File: config.mk
export PLATFORM = sky130hd
export DESIGN_NAME = voice_store_spi_command
export DESIGN_NICKNAME = d
export VERILOG_FILES = /design/src/voice_store_pkg.sv /design/src/pin_sync3.sv /design/src/voice_store_spi_command.sv
export SDC_FILE = /design/constraint.sdc
export NUM_CORES = 2
export LEC_CHECK = 0
export BUFFER_PORTS_ARGS = -buffer_cell sky130_fd_sc_hd__buf_2
export CAP_MARGIN = 20
export CORE_ASPECT_RATIO = 0.75
export CORE_MARGIN = 2
export CORE_UTILIZATION = 55
export CTS_CLUSTER_DIAMETER = 120
export DETAILED_ROUTE_END_ITERATION = 8
export PLACE_DENSITY = 0.71
export SYNTH_ARGS = -nofsm -noshare
export SYNTH_HDL_FRONTEND = slang
export SYNTH_HIERARCHICAL = 1
export SYNTH_SLANG_ARGS = --single-unit
File: constraint.sdc
create_clock -name clk_i -period 6 [get_ports clk_i]
set_input_delay 0.9 -clock clk_i [delete_from_list [all_inputs] [get_ports clk_i]]
set_output_delay 0.9 -clock clk_i [all_outputs]
set_load 0.02 [all_outputs]
File: src/voice_store_pkg.sv
// constants, field layout and state types of the voice store command block
package voice_store_pkg;

	// clock and sample rates
	localparam int unsigned CLK_HZ        = 40_000_000;
	localparam int unsigned SAMPLE_HZ     = 8_000;
	localparam int unsigned EXT_CLK_HZ    = 1_024_000;
	localparam int unsigned EXT_CLK_DIV   = 2;
	localparam int unsigned BASE_PER_SMP  = 2;
	localparam int unsigned INT_BASE_DIV  = CLK_HZ / (SAMPLE_HZ * BASE_PER_SMP);
	localparam int unsigned EXT_BASE_DIV  = EXT_CLK_HZ / EXT_CLK_DIV / (SAMPLE_HZ * BASE_PER_SMP);

	// wake delay after power-up, in microseconds and in clock cycles
	localparam int unsigned WAKE_DELAY_US = 25_000;
	localparam int unsigned CLK_PER_US    = CLK_HZ / 1_000_000;
	localparam int unsigned WAKE_CYCLES   = WAKE_DELAY_US * CLK_PER_US;

	// frame layout: address bits first, then control bits, lsb first
	localparam int unsigned FRAME_BITS    = 16;
	localparam int unsigned ADDR_BITS     = 11;
	localparam int unsigned ROW_BITS      = 10;
	localparam int unsigned CTRL_BITS     = 5;
	localparam int unsigned ADDR_LSB      = 0;
	localparam int unsigned CTRL_LSB      = ADDR_LSB + ADDR_BITS;
	localparam int unsigned CTL_CUE       = CTRL_LSB + 0;
	localparam int unsigned CTL_IGNORE    = CTRL_LSB + 1;
	localparam int unsigned CTL_POWER     = CTRL_LSB + 2;
	localparam int unsigned CTL_PLAY      = CTRL_LSB + 3;
	localparam int unsigned CTL_RUN       = CTRL_LSB + 4;

	// status word shifted out while a frame comes in
	localparam int unsigned STAT_OVF      = 0;
	localparam int unsigned STAT_EOM      = 1;
	localparam int unsigned STAT_PTR_LSB  = 2;

	// memory array and row timing, counted in base ticks (twice the sample rate)
	localparam int unsigned ROWS          = 800;
	localparam int unsigned LAST_ROW      = ROWS - 1;
	localparam int unsigned ROW_US        = 150_000;
	localparam int unsigned ROW_BASE_TICKS = ROW_US / 1000 * SAMPLE_HZ * BASE_PER_SMP / 1000;
	localparam int unsigned CUE_SPEEDUP   = 800;
	localparam int unsigned CUE_ROW_TICKS = ROW_BASE_TICKS / CUE_SPEEDUP;
	localparam int unsigned ROW_LOW_DIV   = 12;
	localparam int unsigned ROW_LOW_TICKS = ROW_BASE_TICKS / ROW_LOW_DIV;
	localparam int unsigned CUE_LOW_TICKS = (CUE_ROW_TICKS / ROW_LOW_DIV > 0) ?
		CUE_ROW_TICKS / ROW_LOW_DIV : 1;
	localparam int unsigned PHASE_W       = $clog2(ROW_BASE_TICKS + 1);

	typedef enum logic [1:0] {PWR_OFF, PWR_WAKING, PWR_READY} power_t;
	typedef enum logic [1:0] {OP_IDLE, OP_PLAY, OP_CAPTURE, OP_SKIP} op_t;

endpackage

File: src/pin_sync3.sv
// three-stage pin synchroniser that accepts a change once stages two and three agree
`timescale 1ns/1ps
module pin_sync3 #(
	parameter logic RESET_VAL = 1'b0
) (
	input  wire logic clk_i,    // system clock
	input  wire logic rstn_i,   // async reset, active low
	input  wire logic pin_i,    // asynchronous pin level
	output logic      stable_o  // filtered level in the clk_i domain
);

	logic s1_q;
	logic s2_q;
	logic s3_q;

	// stage one is read by stage two only, to keep metastability contained
	always_ff @(posedge clk_i or negedge rstn_i) begin
		if (!rstn_i) begin
			s1_q <= RESET_VAL;
			s2_q <= RESET_VAL;
			s3_q <= RESET_VAL;
		end else begin
			s1_q <= pin_i;
			s2_q <= s1_q;
			s3_q <= s2_q;
		end
	end

	// the level moves only when two settled stages agree
	always_ff @(posedge clk_i or negedge rstn_i) begin
		if (!rstn_i) begin
			stable_o <= RESET_VAL;
		end else if (s2_q == s3_q) begin
			stable_o <= s3_q;
		end
	end

endmodule // pin_sync3

File: src/voice_store_spi_command.sv
// serial command interpreter and row sequencer of the voice store device
// Summary of operation
// - external sample clock divided by two internally
// - sample mosi on rising, change miso falling
// - frame holds five control, eleven address bits
// - end-of-message or overflow raises the interrupt
// - pending interrupt clears at next frame start
// - status shifts out while command shifts in
// - run bit one starts, zero ends operation
// - command takes effect when select rises
// - cueing runs 800x faster, stops past marker
// - power-up command, ready after wake delay
// - playback from row, runs to marker or overflow
// - capture from row until stopped or overflow
// - cueing from row to message end or overflow
// - power bit zero stops and powers down
// - stop code also returns the status flags
// - control bits: run, play, cue, power, address ignore
// - address ignore zero loads row and repeats it, else steps on
// - open-drain interrupt held low until cleared
// - overflow flag set at end of array
// - message end flag set only in playback or cueing
// - miso undriven while select is high
`timescale 1ns/1ps
module voice_store_spi_command #(
	parameter int unsigned WAKE_CYCLES  = voice_store_pkg::WAKE_CYCLES,
	parameter int unsigned INT_BASE_DIV = voice_store_pkg::INT_BASE_DIV,
	parameter int unsigned EXT_BASE_DIV = voice_store_pkg::EXT_BASE_DIV
) (
	input  wire logic                              clk_i,                   // 40 MHz clock
	input  wire logic                              rstn_i,                  // async reset, low
	input  wire logic                              ss_n_i,                  // slave select pin
	input  wire logic                              sclk_i,                  // serial clock pin
	input  wire logic                              mosi_i,                  // serial data in
	output logic                                   miso_o,                  // serial data out
	output logic                                   miso_oe_o,               // miso drive enable
	output logic                                   int_n_o,                 // interrupt level, low
	output logic                                   int_oe_o,                // interrupt pull-down
	output logic                                   row_boundary_pulse_n_o,  // row pulse, low
	output logic                                   row_boundary_pulse_oe_o, // row pulse pull-down
	input  wire logic                              external_sample_clock_i, // sample clock pin
	input  wire logic                              ext_clock_sel_i,         // use external clock
	output logic                                   power_control_o,         // array powered
	output logic                                   ready_o,                 // wake delay done
	output logic                                   op_active_o,             // operation running
	output logic                                   play_o,                  // playing or cueing
	output logic                                   cue_enable_o,            // cueing active
	output logic [voice_store_pkg::ROW_BITS-1:0]   row_pointer_out_o,       // current row
	output logic                                   memory_end_flag_o,       // overflow flag
	output logic                                   message_end_flag_o       // end-of-message flag
);
	import voice_store_pkg::*;

	localparam int unsigned WAKE_W = $clog2(WAKE_CYCLES + 1);
	localparam int unsigned IDIV_W = $clog2(INT_BASE_DIV + 1);
	localparam int unsigned EDIV_W = $clog2(EXT_BASE_DIV + 1);
	localparam int unsigned BCNT_W = $clog2(FRAME_BITS + 1);

	// refuse parameter values the counters cannot serve
	if (WAKE_CYCLES < 1 || INT_BASE_DIV < 2 || EXT_BASE_DIV < 1) begin : g_bad_param
		$error("voice_store_spi_command: parameter out of range");
	end

	logic ss_n_s;
	logic sclk_s;
	logic mosi_s;
	logic external_sample_clock_s;
	logic xsel_s;

	// every input pin but clock and reset crosses into the clock domain through three stages
	pin_sync3 #(.RESET_VAL(1'b1)) u_sync_ss (
		.clk_i    (clk_i),
		.rstn_i   (rstn_i),
		.pin_i    (ss_n_i),
		.stable_o (ss_n_s)
	);
	pin_sync3 #(.RESET_VAL(1'b0)) u_sync_sclk (
		.clk_i    (clk_i),
		.rstn_i   (rstn_i),
		.pin_i    (sclk_i),
		.stable_o (sclk_s)
	);
	pin_sync3 #(.RESET_VAL(1'b0)) u_sync_mosi (
		.clk_i    (clk_i),
		.rstn_i   (rstn_i),
		.pin_i    (mosi_i),
		.stable_o (mosi_s)
	);
	pin_sync3 #(.RESET_VAL(1'b0)) u_sync_external_sample_clock (
		.clk_i    (clk_i),
		.rstn_i   (rstn_i),
		.pin_i    (external_sample_clock_i),
		.stable_o (external_sample_clock_s)
	);
	pin_sync3 #(.RESET_VAL(1'b0)) u_sync_xsel (
		.clk_i    (clk_i),
		.rstn_i   (rstn_i),
		.pin_i    (ext_clock_sel_i),
		.stable_o (xsel_s)
	);

	logic ss_prev_q;
	logic sclk_prev_q;
	logic external_sample_clock_prev_q;

	// previous levels for edge detection
	always_ff @(posedge clk_i or negedge rstn_i) begin
		if (!rstn_i) begin
			ss_prev_q   <= 1'b1;
			sclk_prev_q <= 1'b0;
			external_sample_clock_prev_q <= 1'b0;
		end else begin
			ss_prev_q   <= ss_n_s;
			sclk_prev_q <= sclk_s;
			external_sample_clock_prev_q <= external_sample_clock_s;
		end
	end

	logic frame_start;
	logic frame_end;
	logic sclk_rise;
	logic sclk_fall;

	assign frame_start = ss_prev_q & ~ss_n_s;
	assign frame_end   = ~ss_prev_q & ss_n_s;
	assign sclk_rise   = ~sclk_prev_q & sclk_s & ~ss_n_s;
	assign sclk_fall   = sclk_prev_q & ~sclk_s & ~ss_n_s;

	logic [FRAME_BITS-1:0] rx_q;
	logic [BCNT_W-1:0]     bit_cnt_q;

	// receive shifter: lsb first, so address lands low and control high
	always_ff @(posedge clk_i or negedge rstn_i) begin
		if (!rstn_i) begin
			rx_q      <= '0;
			bit_cnt_q <= '0;
		end else if (frame_start) begin
			bit_cnt_q <= '0;
		end else if (sclk_rise) begin
			rx_q <= {mosi_s, rx_q[FRAME_BITS-1:1]};
			if (bit_cnt_q != BCNT_W'(FRAME_BITS)) begin
				bit_cnt_q <= bit_cnt_q + 1'b1;
			end
		end
	end

	// a short frame is dropped rather than guessed at; a long one is taken with its last sixteen bits
	logic                cmd_ok;
	logic                c_run;
	logic                c_play;
	logic                c_cue;
	logic                c_power;
	logic                c_ignore;
	logic [ROW_BITS-1:0] c_addr;

	assign cmd_ok   = frame_end && (bit_cnt_q == BCNT_W'(FRAME_BITS));
	assign c_run    = rx_q[CTL_RUN];
	assign c_play   = rx_q[CTL_PLAY];
	assign c_cue    = rx_q[CTL_CUE];
	assign c_power  = rx_q[CTL_POWER];
	assign c_ignore = rx_q[CTL_IGNORE];
	assign c_addr   = rx_q[ADDR_LSB +: ROW_BITS]; // eleventh bit unused

	power_t            pwr_q;
	logic [WAKE_W-1:0] wake_cnt_q;

	// power state: off, waking for the wake delay, ready
	always_ff @(posedge clk_i or negedge rstn_i) begin
		if (!rstn_i) begin
			pwr_q      <= PWR_OFF;
			wake_cnt_q <= '0;
		end else if (cmd_ok && !c_power) begin
			pwr_q <= PWR_OFF;
		end else begin
			unique case (pwr_q)
				PWR_OFF: begin
					if (cmd_ok && c_power) begin
						pwr_q      <= PWR_WAKING;
						wake_cnt_q <= '0;
					end
				end
				PWR_WAKING: begin
					if (wake_cnt_q == WAKE_W'(WAKE_CYCLES - 1)) begin
						pwr_q <= PWR_READY;
					end else begin
						wake_cnt_q <= wake_cnt_q + 1'b1;
					end
				end
				PWR_READY: begin
					pwr_q <= PWR_READY;
				end
			endcase
		end
	end

	// base tick at twice the sample rate, from either clock source
	logic [IDIV_W-1:0] int_div_q;
	logic [EDIV_W-1:0] ext_div_q;
	logic              xdiv2_q;
	logic              int_tick;
	logic              ext_tick;
	logic              base_tick;
	logic              xdiv2_rise;

	assign xdiv2_rise = ~external_sample_clock_prev_q & external_sample_clock_s & ~xdiv2_q;
	assign int_tick   = (int_div_q == IDIV_W'(INT_BASE_DIV - 1));
	assign ext_tick   = xdiv2_rise && (ext_div_q == EDIV_W'(EXT_BASE_DIV - 1));
	assign base_tick  = xsel_s ? ext_tick : int_tick;

	// halving the pin clock first makes its duty cycle irrelevant
	always_ff @(posedge clk_i or negedge rstn_i) begin
		if (!rstn_i) begin
			xdiv2_q   <= 1'b0;
			ext_div_q <= '0;
		end else if (~external_sample_clock_prev_q & external_sample_clock_s) begin
			xdiv2_q <= ~xdiv2_q;
			if (xdiv2_rise) begin
				ext_div_q <= ext_tick ? '0 : ext_div_q + 1'b1;
			end
		end
	end

	// internal sample divider runs free
	always_ff @(posedge clk_i or negedge rstn_i) begin
		if (!rstn_i) begin
			int_div_q <= '0;
		end else begin
			int_div_q <= int_tick ? '0 : int_div_q + 1'b1;
		end
	end

	// operation decode for a valid frame
	op_t op_q;
	op_t op_next_kind;
	logic start_op;
	logic stop_op;
	logic same_run;

	assign start_op = cmd_ok && c_power && c_run && (pwr_q == PWR_READY);
	assign stop_op  = cmd_ok && (!c_run || !c_power);
	// cueing is honoured only when playback is not already under way
	assign op_next_kind = !c_play ? OP_CAPTURE :
		((c_cue && op_q != OP_PLAY) ? OP_SKIP : OP_PLAY);
	assign same_run = (op_q == op_next_kind) && c_ignore;

	// row timing
	logic [PHASE_W-1:0]  phase_q;
	logic [PHASE_W-1:0]  row_len;
	logic [PHASE_W-1:0]  low_len;
	logic                row_end;
	logic [ROW_BITS-1:0] ptr_q;
	logic [ROWS-1:0]     mark_q;
	logic                at_last;
	logic                hit_mark;

	assign row_len  = (op_q == OP_SKIP) ? PHASE_W'(CUE_ROW_TICKS) : PHASE_W'(ROW_BASE_TICKS);
	assign low_len  = (op_q == OP_SKIP) ? PHASE_W'(CUE_LOW_TICKS) : PHASE_W'(ROW_LOW_TICKS);
	assign row_end  = (op_q != OP_IDLE) && base_tick && (phase_q == row_len - 1'b1);
	assign at_last  = (ptr_q >= ROW_BITS'(LAST_ROW));
	assign hit_mark = mark_q[ptr_q];

	// phase within the current row, restarted when a new row is loaded
	always_ff @(posedge clk_i or negedge rstn_i) begin
		if (!rstn_i) begin
			phase_q <= '0;
		end else if (start_op && !same_run) begin
			phase_q <= '0;
		end else if (row_end) begin
			phase_q <= '0;
		end else if (op_q != OP_IDLE && base_tick) begin
			phase_q <= phase_q + 1'b1;
		end
	end

	logic set_ovf;
	logic set_eom;
	logic capture_stop;

	// playback and cueing check the marker before the array end
	assign set_eom = row_end && (op_q == OP_PLAY || op_q == OP_SKIP) && hit_mark;
	assign set_ovf = row_end && at_last && !set_eom;
	assign capture_stop = (op_q == OP_CAPTURE) &&
		(stop_op || (start_op && op_next_kind != OP_CAPTURE) || set_ovf);

	// operation state
	always_ff @(posedge clk_i or negedge rstn_i) begin
		if (!rstn_i) begin
			op_q <= OP_IDLE;
		end else if (stop_op) begin
			op_q <= OP_IDLE;
		end else if (start_op) begin
			op_q <= op_next_kind;
		end else if (set_eom || set_ovf) begin
			op_q <= OP_IDLE;
		end
	end

	// latest address-ignore setting; zero makes each row repeat
	logic c_ignore_q;

	always_ff @(posedge clk_i or negedge rstn_i) begin
		if (!rstn_i) begin
			c_ignore_q <= 1'b0;
		end else if (cmd_ok) begin
			c_ignore_q <= c_ignore;
		end
	end

	// row pointer: loaded from the frame, or stepped at a row end while address ignore is set or when a cue hits a marker
	always_ff @(posedge clk_i or negedge rstn_i) begin
		if (!rstn_i) begin
			ptr_q <= '0;
		end else if (start_op && !c_ignore) begin
			ptr_q <= c_addr;
		end else if (row_end) begin
			if (set_eom && op_q == OP_SKIP) begin
				ptr_q <= ptr_q + 1'b1; // next message
			end else if (!set_eom && !at_last && c_ignore_q) begin
				ptr_q <= ptr_q + 1'b1;
			end
		end
	end

	// message markers: capture marks the row where it stops,
	// and clears rows it runs past so stale markers do not survive
	always_ff @(posedge clk_i or negedge rstn_i) begin
		if (!rstn_i) begin
			mark_q <= '0;
		end else if (capture_stop) begin
			mark_q[ptr_q] <= 1'b1;
		end else if (row_end && op_q == OP_CAPTURE) begin
			mark_q[ptr_q] <= 1'b0;
		end
	end

	// sticky flags: an event in the frame-start cycle wins over the clear
	logic ovf_q;
	logic eom_q;

	always_ff @(posedge clk_i or negedge rstn_i) begin
		if (!rstn_i) begin
			ovf_q <= 1'b0;
		end else if (set_ovf) begin
			ovf_q <= 1'b1;
		end else if (frame_start) begin
			ovf_q <= 1'b0;
		end
	end

	always_ff @(posedge clk_i or negedge rstn_i) begin
		if (!rstn_i) begin
			eom_q <= 1'b0;
		end else if (set_eom) begin
			eom_q <= 1'b1;
		end else if (frame_start) begin
			eom_q <= 1'b0;
		end
	end

	// transmit shifter: status is snapshot before the flags clear
	logic [FRAME_BITS-1:0] status_word;
	logic [FRAME_BITS-1:0] tx_q;
	logic                  miso_q;

	always_comb begin
		status_word                            = '0;
		status_word[STAT_OVF]                  = ovf_q;
		status_word[STAT_EOM]                  = eom_q;
		status_word[STAT_PTR_LSB +: ROW_BITS]  = ptr_q;
	end

	always_ff @(posedge clk_i or negedge rstn_i) begin
		if (!rstn_i) begin
			tx_q   <= '0;
			miso_q <= 1'b0;
		end else if (frame_start) begin
			miso_q <= status_word[0];
			tx_q   <= {1'b0, status_word[FRAME_BITS-1:1]};
		end else if (sclk_fall) begin
			miso_q <= tx_q[0];
			tx_q   <= {1'b0, tx_q[FRAME_BITS-1:1]};
		end
	end

	// row boundary pulse goes low for the last twelfth of each row, and for the last of its three ticks when cueing
	logic rac_low_q;

	always_ff @(posedge clk_i or negedge rstn_i) begin
		if (!rstn_i) begin
			rac_low_q <= 1'b0;
		end else begin
			rac_low_q <= (op_q != OP_IDLE) && (phase_q >= row_len - low_len);
		end
	end

	// open-drain pins only ever pull low
	assign miso_o                  = miso_q;
	assign miso_oe_o               = ~ss_n_s;
	assign int_n_o                 = 1'b0;
	assign int_oe_o                = ovf_q | eom_q;
	assign row_boundary_pulse_n_o  = 1'b0;
	assign row_boundary_pulse_oe_o = rac_low_q;

	// status outputs straight from state flops
	assign power_control_o    = (pwr_q != PWR_OFF);
	assign ready_o            = (pwr_q == PWR_READY);
	assign op_active_o        = (op_q != OP_IDLE);
	assign play_o             = (op_q == OP_PLAY) || (op_q == OP_SKIP);
	assign cue_enable_o       = (op_q == OP_SKIP);
	assign row_pointer_out_o  = ptr_q;
	assign memory_end_flag_o  = ovf_q;
	assign message_end_flag_o = eom_q;

endmodule // voice_store_spi_command

==> results by group <==
Global route
  • GRT Total Usage: 0.316
  • GR met1 Demand/Resource: 0.471
  • Largest net degree at the start of global routing: between 200 and 250
  • GRT overflow: 0
  • GR peak layer: met1
  • Met3 Use GR: 0.0762
  • Met2 usage: 0.448
  • Number of antenna violations at the first check in global routing: 0
  • Vias in the first global route: 32.3k
  • Global-route wire length before repair: slightly above 200000 µm

Power and ir drop
  • Pint: roughly 9.7 mW
  • Switch share: 0.214
  • Max VDD drop: between 0.15 and 0.2 mV
  • Flop pwr share: 0.513
  • Power density over the cells: about 260 mW/mm²
  • Combinational Power Share: 0.018
  • Total Power: 12.3 mW
  • Clock share of power: 0.469
  • Leak Pwr: approximately 19 nW
  • Sw Pwr: 2.65 mW

Floorplan
  • Initial core utilization: 0.555
  • Row cnt: 90
  • Die area: around 0.083 mm²
  • Die Span Y: 251 µm
  • Ports: 30
  • Width of the die: approximately 330 µm
  • Core area: between 0.08 and 0.09 mm²

Timing
  • Setup TNS: 0 ns
  • Unrepaired setup endpoints after global routing: no
  • Fin. max-slew vios: 0
  • Worst Skew: between 0.02 and 0.025 ns
  • Rel. slew slack: 0.138
  • Final critical-path required period: approximately 5.2 ns
  • Fmax: around 190 MHz
  • Setup violators final: 0
  • Final worst path period share: 0.872
  • Final Hold Violating Endpoints: 0
  • Slew @ Worst Pin: about 1.3 ns

Clocking
  • Reg clk slew, reported paths: about 0.060 ns
  • TritonCTS buffer count: about 90
  • TritonCTS clock tree: yes
  • Total clock sinks: slightly above 900
  • CTS max path bufs: 3
  • Postcts setup bufs: 0
  • Hold_buf cts: 0
  • Root Driver: clkbuf_16
  • Post-cts resize count: 0
  • Clk_lat worst skew: between 0.6 and 0.7 ns
  • H-tree level count: 3

Detailed routing
  • Via Count: ~35k
  • Remaining DRCs: 0
  • Routed len/inst: between 20 and 30 µm
  • DRT Pass-1 Iters: 6
  • Post-route ant nets: 0
  • Vias per cell: a little under 7
  • Total Wirelength: 133000 µm
  • Initial DRC count: between 4k and 5k

Logic synthesis
  • Post-synthesis sequential area ratio: 0.519
  • Avg Cell Area, Syn: around 10 µm²
  • Most used DFF post-synth: dfrtp_1
  • Synth cell types: between 70 and 80
  • Post-synth ARST share: 1.00
  • Top cells by area, synth: dfrtp_1, o31ai_1, o21ai_0
  • Post-synth EDFFs: 0
  • Synth top area share: 0.516
  • Cells after Synth: between 4k and 5k
  • Flops & latches, synth: between 900 and 1k
  • Synth area leader: dfrtp_1
  • Synth warnings: 6
  • Cell Area, Synth: roughly 0.045 mm²

Setup path
  • R2R cell count: 12
  • WS Path Type: reg -> reg
  • Crit start category: flop
  • Critical Path AT: 5.75 ns
  • Type of destination of the critical path: flop
  • Largest fanout on the critical path: 27
  • Worst Path Required: roughly 6.5 ns

Layout
  • Layout fillers: about 6.6k
  • Area Growth Syn to Fin: 8.18%
  • Area taken by multi-input logic gates: 0.0193 mm²
  • Final net count: 4009
  • Layout cells sized above 1: 0.0978
  • Reg area: ~0.023 mm²
  • Final cell count without fillers: 5111

Status
  • Status: completed

Placed design
  • Dpl cells: roughly 4.9k
  • DP HPWL: between 70000 and 80000 µm
  • GP Congestion: 0.874
  • Number of port buffers: 27

Run
  • MaxCap Viol Count: 0

Min path
  • Type of the worst min-delay path: in -> async
## cell usage after synthesis (5+ instances only)
library cell	n
nor4_1	40
mux4_2	12
xor2_1	21
clkbuf_1	372
nand4_1	17
nand4b_1	6
nand4bb_1	5
o31ai_1	802
mux2i_1	399
or2_2	6
inv_1	28
maj3_2	5
dfstp_2	5
and2_1	6
buf_4	12
and3_1	11
nand2_1	86
a31oi_1	8
mux2_2	18
dfrtp_1	920
o22ai_1	170
a21oi_1	20
nand2b_1	5
buf_1	7
nand2_2	6
buf_6	14
nor3_1	18
o21ai_0	836
buf_2	114
nor2b_1	15
nand3b_1	7
or3_1	7
xnor2_1	16
nor2_1	117
ha_1	18
nand3_1	69
## layout by cell type, fill, tap and decap left out, types with 6 or more instances in the layout
master,instances
a21oi_1,20
a31oi_1,8
and2_1,6
and3_1,11
buf_12,32
buf_2,26
buf_4,79
bufinv_16,10
clkbuf_1,26
clkbuf_16,89
clkbuf_8,16
clkinv_2,13
dfrtp_1,917
ha_1,18
inv_1,28
mux2_2,18
mux2i_1,399
mux4_2,12
nand2_1,56
nand2_2,35
nand3_1,53
nand3_2,16
nand3b_1,7
nand4_1,17
nand4b_1,6
nor2_1,117
nor2b_1,15
nor3_1,18
nor4_1,40
o21ai_0,835
o22ai_1,170
o31ai_1,802
or2_2,6
or3_1,7
xnor2_1,16
xor2_1,21
## metrics by stage
step / setup slack, ns / util / hold slack [ns] / cell area [µm²]
5_1_grt: 0.805 / 0.601 / 0.250 / 48200
3_5_place_dp: 0.834 / 0.560 / 0.335 / 44900
6_report: 0.770 / 0.601 / 0.228 / 48200
3_3_place_gp: 0.848 / 0.559 / 0.332 / 44900
2_1_floorplan: 2.81 / - / 0.331 / 44600
4_1_cts: 0.789 / 0.596 / 0.222 / 47900
## cells by family (layout without fill, tap and decap cells)
family / count (synthesis) / count (layout) / share of synthesized area
AO/OA/AOI/OAI: 1864 / 1864 / 0.262
AND/OR/NAND/NOR: 445 / 445 / 0.0517
adder cells (fa/ha/maj): 23 / 23 / 0.00632
XOR/XNOR: 37 / 37 / 0.00727
other: 1 / 4 / 0.0000841
multiplexers: 430 / 430 / 0.101
flip-flops: 925 / 925 / 0.519
buffers and inverters: 547 / 325 / 0.0526
## per-layer routing
metal / vias up / part of all wire
li1: 15600 / -
met1: 17300 / 0.43
met2: 1643 / 0.42
met3: 320 / 0.11
met4: 0 / 0.039
met5: - / 0
## power by group through the flow
stage | clock network, mW | logic, mW | registers [mW]
floorplan | 0 | 0.0777 | 6.44
global placement | 0 | 0.229 | 6.45
detailed placement | 0 | 0.231 | 6.45
CTS | 5.84 | 0.232 | 6.34
global route | 6.11 | 0.258 | 6.34
finish | 5.79 | 0.223 | 6.34
## path summary, 6_finish.rpt
kind	startpoint	to	slack [ns]
worst max-delay path	row_pointer_out_o[4]	row_pointer_out_o[1]	0.77
worst min-delay path	rstn_i	asynchronous set/reset pin	0.23
worst max register to register	row_pointer_out_o[4]	row_pointer_out_o[1]	0.77
worst min register to register	u_sync_sclk/s1_q	u_sync_sclk/s2_q	0.35
min in group clk_i	ss_n_i	u_sync_ss/s1_q	0.34
max in group asynchronous	rstn_i	asynchronous set/reset pin	4.30
## area by class of cell
cell class / count / area share
Clock buffer: 131 / 0.0528
Tap cell: 1058 / 0.0275
Timing Repair Buffer: 140 / 0.0293
Antenna cell: 2 / 0.000104
Inverter: 28 / 0.00218
Clock inverter: 26 / 0.00807
Multi-Input combinational cell: 2801 / 0.400
Sequential cell: 925 / 0.480
## worst max-delay path: stages, from the launching register on
cell,delay [ns]
dfrtp_1,0.96
nand4b_1,0.75
buf_4,0.48
o22ai_1,0.13
nor4_1,0.67
a311oi_1,0.26
clkbuf_4,0.24
nand4_1,0.25
nand4_1,0.29
o31ai_4,0.39
o2bb2ai_4,0.29
mux2i_1,0.25
a21oi_1,0.09
No activity file was read; power rests on OpenSTA's default activity.
